<file path="config.mk">
export PLATFORM = sky130hd
export DESIGN_NAME = fbt_unit
export DESIGN_NICKNAME = d
export VERILOG_FILES = /design/src/hdl/fbt_pkg.sv /design/src/hdl/fbt_unit.sv
export VERILOG_INCLUDE_DIRS = /design/src /design/src/hdl
export SDC_FILE = /design/constraint.sdc
export NUM_CORES = 1
export LEC_CHECK = 0
export BUFFER_PORTS_ARGS = -buffer_cell sky130_fd_sc_hd__buf_4
export CAP_MARGIN = 20
export CORE_MARGIN = 4
export CORE_UTILIZATION = 50
export DETAILED_ROUTE_END_ITERATION = 8
export PLACE_DENSITY = 0.69
export SETUP_SLACK_MARGIN = 0.3
export SYNTH_ARGS = -nofsm -noshare
export SYNTH_HDL_FRONTEND = slang
export SYNTH_SLANG_ARGS = --single-unit
</file>
<file path="constraint.sdc">
create_clock -name aclk -period 2.7 [get_ports aclk]
set_input_delay 0.405 -clock aclk [delete_from_list [all_inputs] [get_ports aclk]]
set_output_delay 0.405 -clock aclk [all_outputs]
set_load 0.05 [all_outputs]
</file>
<file path="src/hdl/fbt_defines.svh">
// Offsets, field positions, reset values and timing counts of the bitwise test unit
`ifndef FBT_DEFINES_SVH
`define FBT_DEFINES_SVH

`define FBT_OFF_DVAL     8'h00
`define FBT_OFF_SVAL     8'h04
`define FBT_OFF_INSTR    8'h08
`define FBT_OFF_STATUS   8'h0C
`define FBT_OFF_RESULT   8'h10

`define FBT_OP_HI        31
`define FBT_OP_LO        26
`define FBT_BIT_ZEFF     25
`define FBT_BIT_CEFF     24
`define FBT_BIT_REFF     23
`define FBT_BIT_IMM      22
`define FBT_SRC_HI       8
`define FBT_SRC_LO       0

`define FBT_OP_PLAIN     6'h18
`define FBT_OP_INVERT    6'h19

`define FBT_ST_BUSY      0
`define FBT_ST_ZERO      1
`define FBT_ST_CARRY     2
`define FBT_ST_ERR       3

`define FBT_RST_WORD     32'h00000000
`define FBT_EXEC_CYCLES  3'h4
`define FBT_CNT_LOAD     3'h3

`define FBT_RESP_OKAY    2'h0
`define FBT_RESP_SLVERR  2'h2

`endif

</file>
<file path="src/hdl/fbt_pkg.sv">
// Types shared by the bitwise test unit
package fbt_pkg;
   typedef logic [31:0] fbt_word_t;
   typedef logic [8:0]  fbt_imm_t;
   typedef enum logic [0:0] {
      FBT_IDLE = 1'b0,
      FBT_EXEC = 1'b1
   } fbt_state_e;
endpackage

</file>
<file path="src/hdl/fbt_unit.sv">
// Bitwise test unit with optional result write-back and an AXI4-Lite register port
`timescale 1ns/1ps
`default_nettype none
`include "fbt_defines.svh"

// Notes on behaviour
// - Opcode 011000 runs the plain test, destination AND source, over 4 clock cycles.
// - Opcode 011001 runs the inverted test, destination AND NOT source, over 4 clock cycles.
// - The inverted test complements the source before the AND.
// - The source is the source register or a 9-bit immediate, chosen by the immediate bit.
// - Without the write-result bit the destination is left alone and only the flags and the result register may change.
// - With the zero effect bit the zero flag becomes 1 exactly when the result is zero.
// - With the carry effect bit the carry flag becomes the odd parity of the result.
// - The result reaches the destination only when the write-result bit is set.
// - The plain test with write-result stores the AND result like an ordinary AND.
// - The inverted test with write-result stores the AND-with-complement result.
module fbt_unit
   import fbt_pkg::*;
(
   // Clock and reset
   input  wire logic        aclk,
   input  wire logic        aresetn,
   // Write address channel
   input  wire logic [7:0]  s_axi_awaddr,
   input  wire logic        s_axi_awvalid,
   output logic             s_axi_awready,
   // Write data channel
   input  wire logic [31:0] s_axi_wdata,
   input  wire logic [3:0]  s_axi_wstrb,
   input  wire logic        s_axi_wvalid,
   output logic             s_axi_wready,
   // Write response channel
   output logic [1:0]       s_axi_bresp,
   output logic             s_axi_bvalid,
   input  wire logic        s_axi_bready,
   // Read address channel
   input  wire logic [7:0]  s_axi_araddr,
   input  wire logic        s_axi_arvalid,
   output logic             s_axi_arready,
   // Read data channel
   output logic [31:0]      s_axi_rdata,
   output logic [1:0]       s_axi_rresp,
   output logic             s_axi_rvalid,
   input  wire logic        s_axi_rready,
   // Core state
   output logic             zero_flag,
   output logic             carry_flag,
   output logic             busy
);

   function automatic fbt_word_t fbt_merge(input fbt_word_t old_v,
                                           input fbt_word_t new_v,
                                           input logic [3:0] strb);
      fbt_word_t m;
      m = old_v;
      for (int i = 0; i < 4; i++) begin
         if (strb[i]) begin
            m[i*8 +: 8] = new_v[i*8 +: 8];
         end
      end
      return m;
   endfunction

   fbt_state_e  state_r;
   fbt_state_e  state_nxt;
   logic [2:0]  cnt_r;
   fbt_word_t   dval_r;
   fbt_word_t   sval_r;
   fbt_word_t   instr_r;
   fbt_word_t   result_r;
   logic        zero_r;
   logic        carry_r;
   logic        err_r;
   logic [7:0]  awaddr_r;
   fbt_word_t   wdata_r;
   logic [3:0]  wstrb_r;
   logic        awready_r;
   logic        wready_r;
   logic        bvalid_r;
   logic [1:0]  bresp_r;
   logic        arready_r;
   logic        rvalid_r;
   fbt_word_t   rdata_r;
   logic [1:0]  rresp_r;

   // Operand selection and logic result
   wire logic [5:0] op_w     = instr_r[`FBT_OP_HI:`FBT_OP_LO];
   wire logic       zeff_w   = instr_r[`FBT_BIT_ZEFF];
   wire logic       ceff_w   = instr_r[`FBT_BIT_CEFF];
   wire logic       reff_w   = instr_r[`FBT_BIT_REFF];
   wire logic       imm_w    = instr_r[`FBT_BIT_IMM];
   wire fbt_imm_t   imm_val  = instr_r[`FBT_SRC_HI:`FBT_SRC_LO];
   wire fbt_word_t  imm_ext  = {23'h000000, imm_val};
   wire fbt_word_t  src_op   = imm_w ? imm_ext : sval_r;
   wire logic       inv_w    = (op_w == `FBT_OP_INVERT);
   wire fbt_word_t  src_eff  = inv_w ? ~src_op : src_op;
   wire fbt_word_t  res_w    = dval_r & src_eff;
   wire logic       res_zero = (res_w == 32'h00000000);
   wire logic       res_par  = ^res_w;
   wire logic       commit   = (state_r == FBT_EXEC) && (cnt_r == 3'h0);

   // Write path decode
   wire logic       wr_go    = !awready_r && !wready_r && !bvalid_r;
   wire logic       is_dval  = (awaddr_r == `FBT_OFF_DVAL);
   wire logic       is_sval  = (awaddr_r == `FBT_OFF_SVAL);
   wire logic       is_instr = (awaddr_r == `FBT_OFF_INSTR);
   wire logic       is_stat  = (awaddr_r == `FBT_OFF_STATUS);
   wire logic       is_res   = (awaddr_r == `FBT_OFF_RESULT);
   wire logic       mapped   = is_dval || is_sval || is_instr || is_stat || is_res;
   wire logic       idle_w   = (state_r == FBT_IDLE);
   wire fbt_word_t  new_ins  = fbt_merge(instr_r, wdata_r, wstrb_r);
   wire logic [5:0] new_op   = new_ins[`FBT_OP_HI:`FBT_OP_LO];
   wire logic       op_ok    = (new_op == `FBT_OP_PLAIN) || (new_op == `FBT_OP_INVERT);
   wire logic       refuse   = !mapped || is_res || (!idle_w && !is_stat)
                               || (is_instr && !op_ok);
   wire logic       wr_ok    = wr_go && !refuse;
   wire logic       start    = wr_ok && is_instr;
   wire logic       err_clr  = wr_ok && is_stat && wstrb_r[0] && wdata_r[`FBT_ST_ERR];
   wire logic       err_set  = wr_go && refuse;

   // Read path decode
   wire fbt_word_t  status_w = {28'h0000000, err_r, carry_r, zero_r, !idle_w};
   wire logic       ar_ok    = (s_axi_araddr == `FBT_OFF_DVAL)
                               || (s_axi_araddr == `FBT_OFF_SVAL)
                               || (s_axi_araddr == `FBT_OFF_INSTR)
                               || (s_axi_araddr == `FBT_OFF_STATUS)
                               || (s_axi_araddr == `FBT_OFF_RESULT);
   wire fbt_word_t  rd_mux   = (s_axi_araddr == `FBT_OFF_DVAL)   ? dval_r   :
                               (s_axi_araddr == `FBT_OFF_SVAL)   ? sval_r   :
                               (s_axi_araddr == `FBT_OFF_INSTR)  ? instr_r  :
                               (s_axi_araddr == `FBT_OFF_STATUS) ? status_w :
                               (s_axi_araddr == `FBT_OFF_RESULT) ? result_r :
                               `FBT_RST_WORD;
   wire logic       rd_take  = s_axi_arvalid && arready_r;

   // Execution sequencer
   always_comb begin
      state_nxt = state_r;
      case (state_r)
         FBT_IDLE: begin
            if (start) begin
               state_nxt = FBT_EXEC;
            end
         end
         FBT_EXEC: begin
            if (cnt_r == 3'h0) begin
               state_nxt = FBT_IDLE;
            end
         end
         default: begin
            state_nxt = FBT_IDLE;
         end
      endcase
   end

   always_ff @(posedge aclk) begin
      if (!aresetn) begin
         state_r <= FBT_IDLE;
         cnt_r   <= 3'h0;
      end else begin
         state_r <= state_nxt;
         cnt_r   <= start ? `FBT_CNT_LOAD : (cnt_r != 3'h0 ? cnt_r - 3'h1 : 3'h0);
      end
   end

   // Operand and instruction registers
   always_ff @(posedge aclk) begin
      if (!aresetn) begin
         dval_r  <= `FBT_RST_WORD;
         sval_r  <= `FBT_RST_WORD;
         instr_r <= `FBT_RST_WORD;
      end else begin
         if (commit && reff_w) begin
            dval_r <= res_w;
         end else if (wr_ok && is_dval) begin
            dval_r <= fbt_merge(dval_r, wdata_r, wstrb_r);
         end
         if (wr_ok && is_sval) begin
            sval_r <= fbt_merge(sval_r, wdata_r, wstrb_r);
         end
         if (start) begin
            instr_r <= new_ins;
         end
      end
   end

   // Flags and result capture
   always_ff @(posedge aclk) begin
      if (!aresetn) begin
         zero_r   <= 1'b0;
         carry_r  <= 1'b0;
         err_r    <= 1'b0;
         result_r <= `FBT_RST_WORD;
      end else begin
         if (commit) begin
            result_r <= res_w;
         end
         if (commit && zeff_w) begin
            zero_r <= res_zero;
         end
         if (commit && ceff_w) begin
            carry_r <= res_par;
         end
         err_r <= err_set || (err_r && !err_clr);
      end
   end

   // Write channels
   always_ff @(posedge aclk) begin
      if (!aresetn) begin
         awready_r <= 1'b1;
         wready_r  <= 1'b1;
         bvalid_r  <= 1'b0;
         bresp_r   <= `FBT_RESP_OKAY;
         awaddr_r  <= 8'h00;
         wdata_r   <= `FBT_RST_WORD;
         wstrb_r   <= 4'h0;
      end else begin
         if (s_axi_awvalid && awready_r) begin
            awready_r <= 1'b0;
            awaddr_r  <= s_axi_awaddr;
         end
         if (s_axi_wvalid && wready_r) begin
            wready_r <= 1'b0;
            wdata_r  <= s_axi_wdata;
            wstrb_r  <= s_axi_wstrb;
         end
         if (wr_go) begin
            bvalid_r <= 1'b1;
            bresp_r  <= refuse ? `FBT_RESP_SLVERR : `FBT_RESP_OKAY;
         end else if (bvalid_r && s_axi_bready) begin
            bvalid_r  <= 1'b0;
            awready_r <= 1'b1;
            wready_r  <= 1'b1;
         end
      end
   end

   // Read channels
   always_ff @(posedge aclk) begin
      if (!aresetn) begin
         arready_r <= 1'b1;
         rvalid_r  <= 1'b0;
         rdata_r   <= `FBT_RST_WORD;
         rresp_r   <= `FBT_RESP_OKAY;
      end else begin
         if (rd_take) begin
            arready_r <= 1'b0;
            rvalid_r  <= 1'b1;
            rdata_r   <= rd_mux;
            rresp_r   <= ar_ok ? `FBT_RESP_OKAY : `FBT_RESP_SLVERR;
         end else if (rvalid_r && s_axi_rready) begin
            rvalid_r  <= 1'b0;
            arready_r <= 1'b1;
         end
      end
   end

   assign s_axi_awready = awready_r;
   assign s_axi_wready  = wready_r;
   assign s_axi_bvalid  = bvalid_r;
   assign s_axi_bresp   = bresp_r;
   assign s_axi_arready = arready_r;
   assign s_axi_rvalid  = rvalid_r;
   assign s_axi_rdata   = rdata_r;
   assign s_axi_rresp   = rresp_r;
   assign zero_flag     = zero_r;
   assign carry_flag    = carry_r;
   assign busy          = (state_r == FBT_EXEC);

   // Checks
   a_exec_four_cycles: assert property (
      @(posedge aclk) disable iff (!aresetn)
      $rose(state_r == FBT_EXEC) |-> (state_r == FBT_EXEC) [*4] ##1 (state_r == FBT_IDLE))
      else $error("execution did not last four cycles");

   a_invert_exec_len: assert property (
      @(posedge aclk) disable iff (!aresetn)
      (start && new_op == `FBT_OP_INVERT) |=> busy ##3 commit ##1 !busy)
      else $error("inverted test did not complete in four cycles");

   a_src_inverted: assert property (
      @(posedge aclk) disable iff (!aresetn)
      (busy && inv_w) |-> (res_w == (dval_r & ~(imm_w ? {23'h000000, instr_r[8:0]} : sval_r))))
      else $error("inverted test did not complement the source");

   a_src_select: assert property (
      @(posedge aclk) disable iff (!aresetn)
      busy |-> (src_op == (imm_w ? {23'h000000, instr_r[8:0]} : sval_r)))
      else $error("source operand selection wrong");

   a_dest_untouched: assert property (
      @(posedge aclk) disable iff (!aresetn)
      (commit && !reff_w) |=> $stable(dval_r))
      else $error("destination changed without write-result");

   a_zero_update: assert property (
      @(posedge aclk) disable iff (!aresetn)
      (commit && zeff_w) |=> (zero_flag == ($past(res_w) == 32'h00000000)))
      else $error("zero flag not set from result");

   a_carry_parity: assert property (
      @(posedge aclk) disable iff (!aresetn)
      (commit && ceff_w) |=> (carry_flag == ^$past(res_w)))
      else $error("carry flag not parity of result");

   a_flags_hold: assert property (
      @(posedge aclk) disable iff (!aresetn)
      (commit && !zeff_w && !ceff_w) |=> $stable(zero_flag) && $stable(carry_flag))
      else $error("flag changed without its effect bit");

   a_dest_written: assert property (
      @(posedge aclk) disable iff (!aresetn)
      (commit && reff_w) |=> (dval_r == $past(res_w)))
      else $error("destination not written with result");

   a_plain_and: assert property (
      @(posedge aclk) disable iff (!aresetn)
      (busy && op_w == `FBT_OP_PLAIN)
         |-> (res_w == (dval_r & (imm_w ? {23'h000000, instr_r[8:0]} : sval_r))))
      else $error("plain test is not an AND");

   a_busy_no_start: assert property (
      @(posedge aclk) disable iff (!aresetn)
      busy |-> !start)
      else $error("instruction started while busy");

   a_result_capture: assert property (
      @(posedge aclk) disable iff (!aresetn)
      commit |=> (result_r == $past(res_w)))
      else $error("result register not loaded at completion");

   a_and_with_complement_op_store: assert property (
      @(posedge aclk) disable iff (!aresetn)
      (commit && reff_w && inv_w) |=> (dval_r == ($past(dval_r) & ~$past(src_op))))
      else $error("inverted test stored wrong value");

   a_imm_zero_ext: assert property (
      @(posedge aclk) disable iff (!aresetn)
      (busy && imm_w) |-> (src_op[31:9] == 23'h000000))
      else $error("immediate not zero-extended");

endmodule
`default_nettype wire

</file>
==> out/metrics.csv <==
stage;metric;value;unit
synthesis;Yosys top cell area share;41.3;%
route;First-pass DRT Iterations;5;
cells_and_area;antenna fix cells;0;
power_and_ir_drop;Tot Pwr;7.07;mW
timing;Final Skew;0.00691;ns
critical_path;critical path's largest stage delay;0.34;ns
global_route;largest net degree at the start of global routing;71;
cells_and_area;layout cells sized above 1;18.6;%
global_route;gr busiest metal;met2;
critical_path;endpoint kind of the worst setup timing path;flop;
power_and_ir_drop;pwr/cell area;555;mW/mm2
synthesis;Synth cell types;50;
floorplanning;full die area;0.0235;mm2
synthesis;post-synth top area cell;dfxtp_1;
critical_path;slowest CP cell;dfxtp_2;
critical_path;Worst Path Buf+Inv;9;
synthesis;warnings from Yosys;0;
clock_tree;Clock Sinks;218;
timing;Fin. Hold Viols;0;
synthesis;Post-Syn Area;0.0106;mm2
critical_path;critical path launch point type;flop;
clock_tree;hold buffer count at cts;0;
floorplanning;Top-Level Pins;103;
power_and_ir_drop;Int Power;5.26;mW
global_route;M1 GR Usage;40.2;%
power_and_ir_drop;Max VDD drop;474;uV
global_route;first-pass GRT wire length;51600;um
route;via count;10200;
floorplanning;starting density of the core;51.5;%
clock_tree;Root Buffer;clkbuf_16;
route;vias per cell;6.04;
critical_path;RR Endpoint;dval_r[5];
cells_and_area;# nets final;1474;
synthesis;Mapped Cells;1325;
worst_hold_path;worst min path class;in -> reg;
route;Post-Route WL;33400;um
route;per-cell routed wire length;19.9;um
placement;Port Buffers;100;
floorplanning;row count;52;
global_route;initial antenna violation count;0;
power_and_ir_drop;combinational fraction of design power;9.0;%
critical_path;CP Max Fanout;4;
synthesis;Synth Flop Type;dfxtp_1;
synthesis;Commonest cells post-synth;nand2_1 (232), dfxtp_1 (218), a21oi_1 (166), clkbuf_1 (86), nor2_1 (74);
synthesis;Avg Cell Area, Syn;7.97;um2
clock_tree;clk_lat worst skew;0.52;ns
critical_path;Critical path origin;instr_r[28];
timing;Slew Limit Fails;0;
timing;total negative slack for setup checks;0;ns
clock_tree;CTS H-Tree Depth;1;
flow_run;Max-Cap Viols;0;
clock_tree;CTS Buffer Depth;3;
synthesis;Synth async-reset ratio;0;%
power_and_ir_drop;Net Switching;1.81;mW
power_and_ir_drop;Pleak;4.56;nW
floorplanning;Die W;153;um
clock_tree;CTS Buf Count;24;
global_route;Overall Global Routing Usage;26.7;%
power_and_ir_drop;switch share;25.6;%
synthesis;most frequent cell after synthesis;nand2_1;
timing;RSZ-0062 raised after global routing;yes;
critical_path;CP delay by family, top;buffers and inverters;
clock_tree;CTS tree;done;
critical_path;reg-to-reg setup timing slack;0.12;ns
critical_path;CP most frequent cell;buf_4;
timing;period utilization;95.4;%
critical_path;Crit path required time;3.12;ns
critical_path;crit path to;dval_r[5];
route;Routed Antenna Nets;0;
cells_and_area;utilization after layout;62.2;%
cells_and_area;design area;0.0127;mm2
power_and_ir_drop;Clock power frac;43.2;%
global_route;met2 usage;40.4;%
critical_path;crit path DAT;2.99;ns
synthesis;Post-synth EDFFs;0;
timing;Final setup viols;0;
critical_path;Crit path depth;14;
power_and_ir_drop;Seq pwr share;47.7;%
timing;slew margin rel.;40.0;%
route;post-route DRC violation count;0;
route;initial DRC count;937;
placement;DPL Wire Length;21600;um
timing;Tmin final;2.58;ns
synthesis;register area share after synthesis;41.3;%
critical_path;worst reg2reg startpoint;instr_r[28];
floorplanning;core area;0.0205;mm2
placement;RD Place Congestion;0.874;
timing;Slew @ Worst Pin;0.897;ns
timing;fmax;388;MHz
critical_path;crit-path cells;nand4bb_4 -> nor3_4 -> buf_6 -> xnor2_2 -> nand2_1 -> buf_4 -> buf_4 -> buf_4 -> buf_4 -> buf_4 -> buf_4 -> buf_4 -> buf_4 -> a211oi_1;
global_route;number of global-route vias before repair;9208;
global_route;GR Util met3;4.47;%
synthesis;ranking of synthesized cells by area;dfxtp_1 (41%), nand2_1 (8.2%), a21oi_1 (7.9%), o21ai_0 (3.1%), clkbuf_1 (3.1%);
clock_tree;clk slew on worst S/H paths;0.06;ns
placement;Post-Place Cell Area;0.0116;mm2
critical_path;worst setup path class;reg -> reg;
outcome;status;completed;
floorplanning;Die H;153;um
cells_and_area;Layout area overhead;20.6;%
critical_path;Reg2Reg Depth;14;
global_route;GRT overflow;0;
synthesis;flops & latches, synth;218;
==> repair_timing <==
item | CTS | global route
setup buffers | 19 | 1
resized for setup | 23 | 23
gates cloned | 1 | 1
endpoints found under the hold margin | 0 | 0
pin swaps | 26 | 11
setup endpoints to repair | 1 | 4
==> power groups by stage <==
stage / Sequential (mW) / Combinational, mW / Clock, mW
6_report: 3.38 / 0.638 / 3.06
4_1_cts: 3.37 / 0.634 / 3.10
2_1_floorplan: 3.50 / 0.320 / 0
3_5_place_dp: 3.44 / 0.630 / 0
5_1_grt: 3.38 / 0.692 / 3.22
3_3_place_gp: 3.44 / 0.623 / 0
==> cell type report <==
| type | count | area (um2) |
|---|---|---|
| clock buffer | 35 | 683 |
| clock inverter | 6 | 36.3 |
| fill | 1858 | 7750 |
| inverter | 18 | 72.6 |
| multi-input combinational | 972 | 5850 |
| sequential | 218 | 4370 |
| tap | 270 | 338 |
| timing repair buffer | 164 | 1390 |
==> layer usage <==
metal | vias up | part of all wire, %
met2 | 475 | 43
met3 | 63 | 10
met5 | - | 0
li1 | 4872 | -
met1 | 4748 | 45
met4 | 0 | 2.1
==> registers in the layout, indices dropped and copies added (netlist names), 3 cells and up <==
register / count
dval_r: 32
wstrb_r: 4
result_r: 32
s_axi_rdata: 32
cnt_r: 3
instr_r: 32
sval_r: 32
awaddr_r: 8
wdata_r: 32
==> cell usage in the layout (no fill, tap or decap), types with 13 or more instances in the layout <==
master / count
o21a_1: 27
mux2i_1: 15
a211o_1: 19
nand3_1: 62
a211oi_1: 31
and4_1: 27
dfxtp_1: 214
a32oi_1: 19
mux2_2: 27
o22ai_1: 13
a21oi_1: 166
nand2_1: 231
clkbuf_16: 26
o21ai_0: 49
a31oi_1: 24
inv_1: 16
nand2b_1: 27
buf_4: 146
ha_1: 15
nor2_1: 72
o21ai_1: 15
==> how the worst min path moves through the flow <==
stage / cells past startpoint / startpoint / slack [ns] / endpoint
2_1_floorplan: 2 / instr_r[10] / 0.43 / instr_r[10]
3_3_place_gp: 2 / s_axi_rdata[6] / 0.44 / s_axi_rdata[6]
3_5_place_dp: 2 / s_axi_rdata[12] / 0.45 / s_axi_rdata[12]
4_1_cts: 2 / s_axi_wvalid / 0.07 / s_axi_wready
5_1_grt: 2 / s_axi_wvalid / 0.08 / s_axi_wready
6_report: 2 / s_axi_wvalid / 0.08 / s_axi_wready
==> cell families (layout without fill, tap and decap cells) <==
logic type	Yosys count	in the layout	share of synthesized area, %
multiplexers	44	44	4.49
AND/OR/NAND/NOR	479	479	21.4
XOR/XNOR	24	24	1.99
adder cells (fa/ha/maj)	17	17	2.01
buffers and inverters	136	223	5.24
AO/OA/AOI/OAI	406	406	23.5
flip-flops	218	218	41.3
other	1	2	0.0355
==> per-stage QoR <==
step | hold WS, ns | setup slack, ns | std cells
global route | 0.0841 | 0.0851 | 1683
CTS | 0.0689 | 0.208 | 1681
floorplan | 0.432 | 0.322 | 1326
detailed placement | 0.446 | 0.141 | 1620
finish | 0.0834 | 0.124 | 1683
global placement | 0.442 | 0.159 | 1620
No activity file was read; power rests on OpenSTA's default activity.
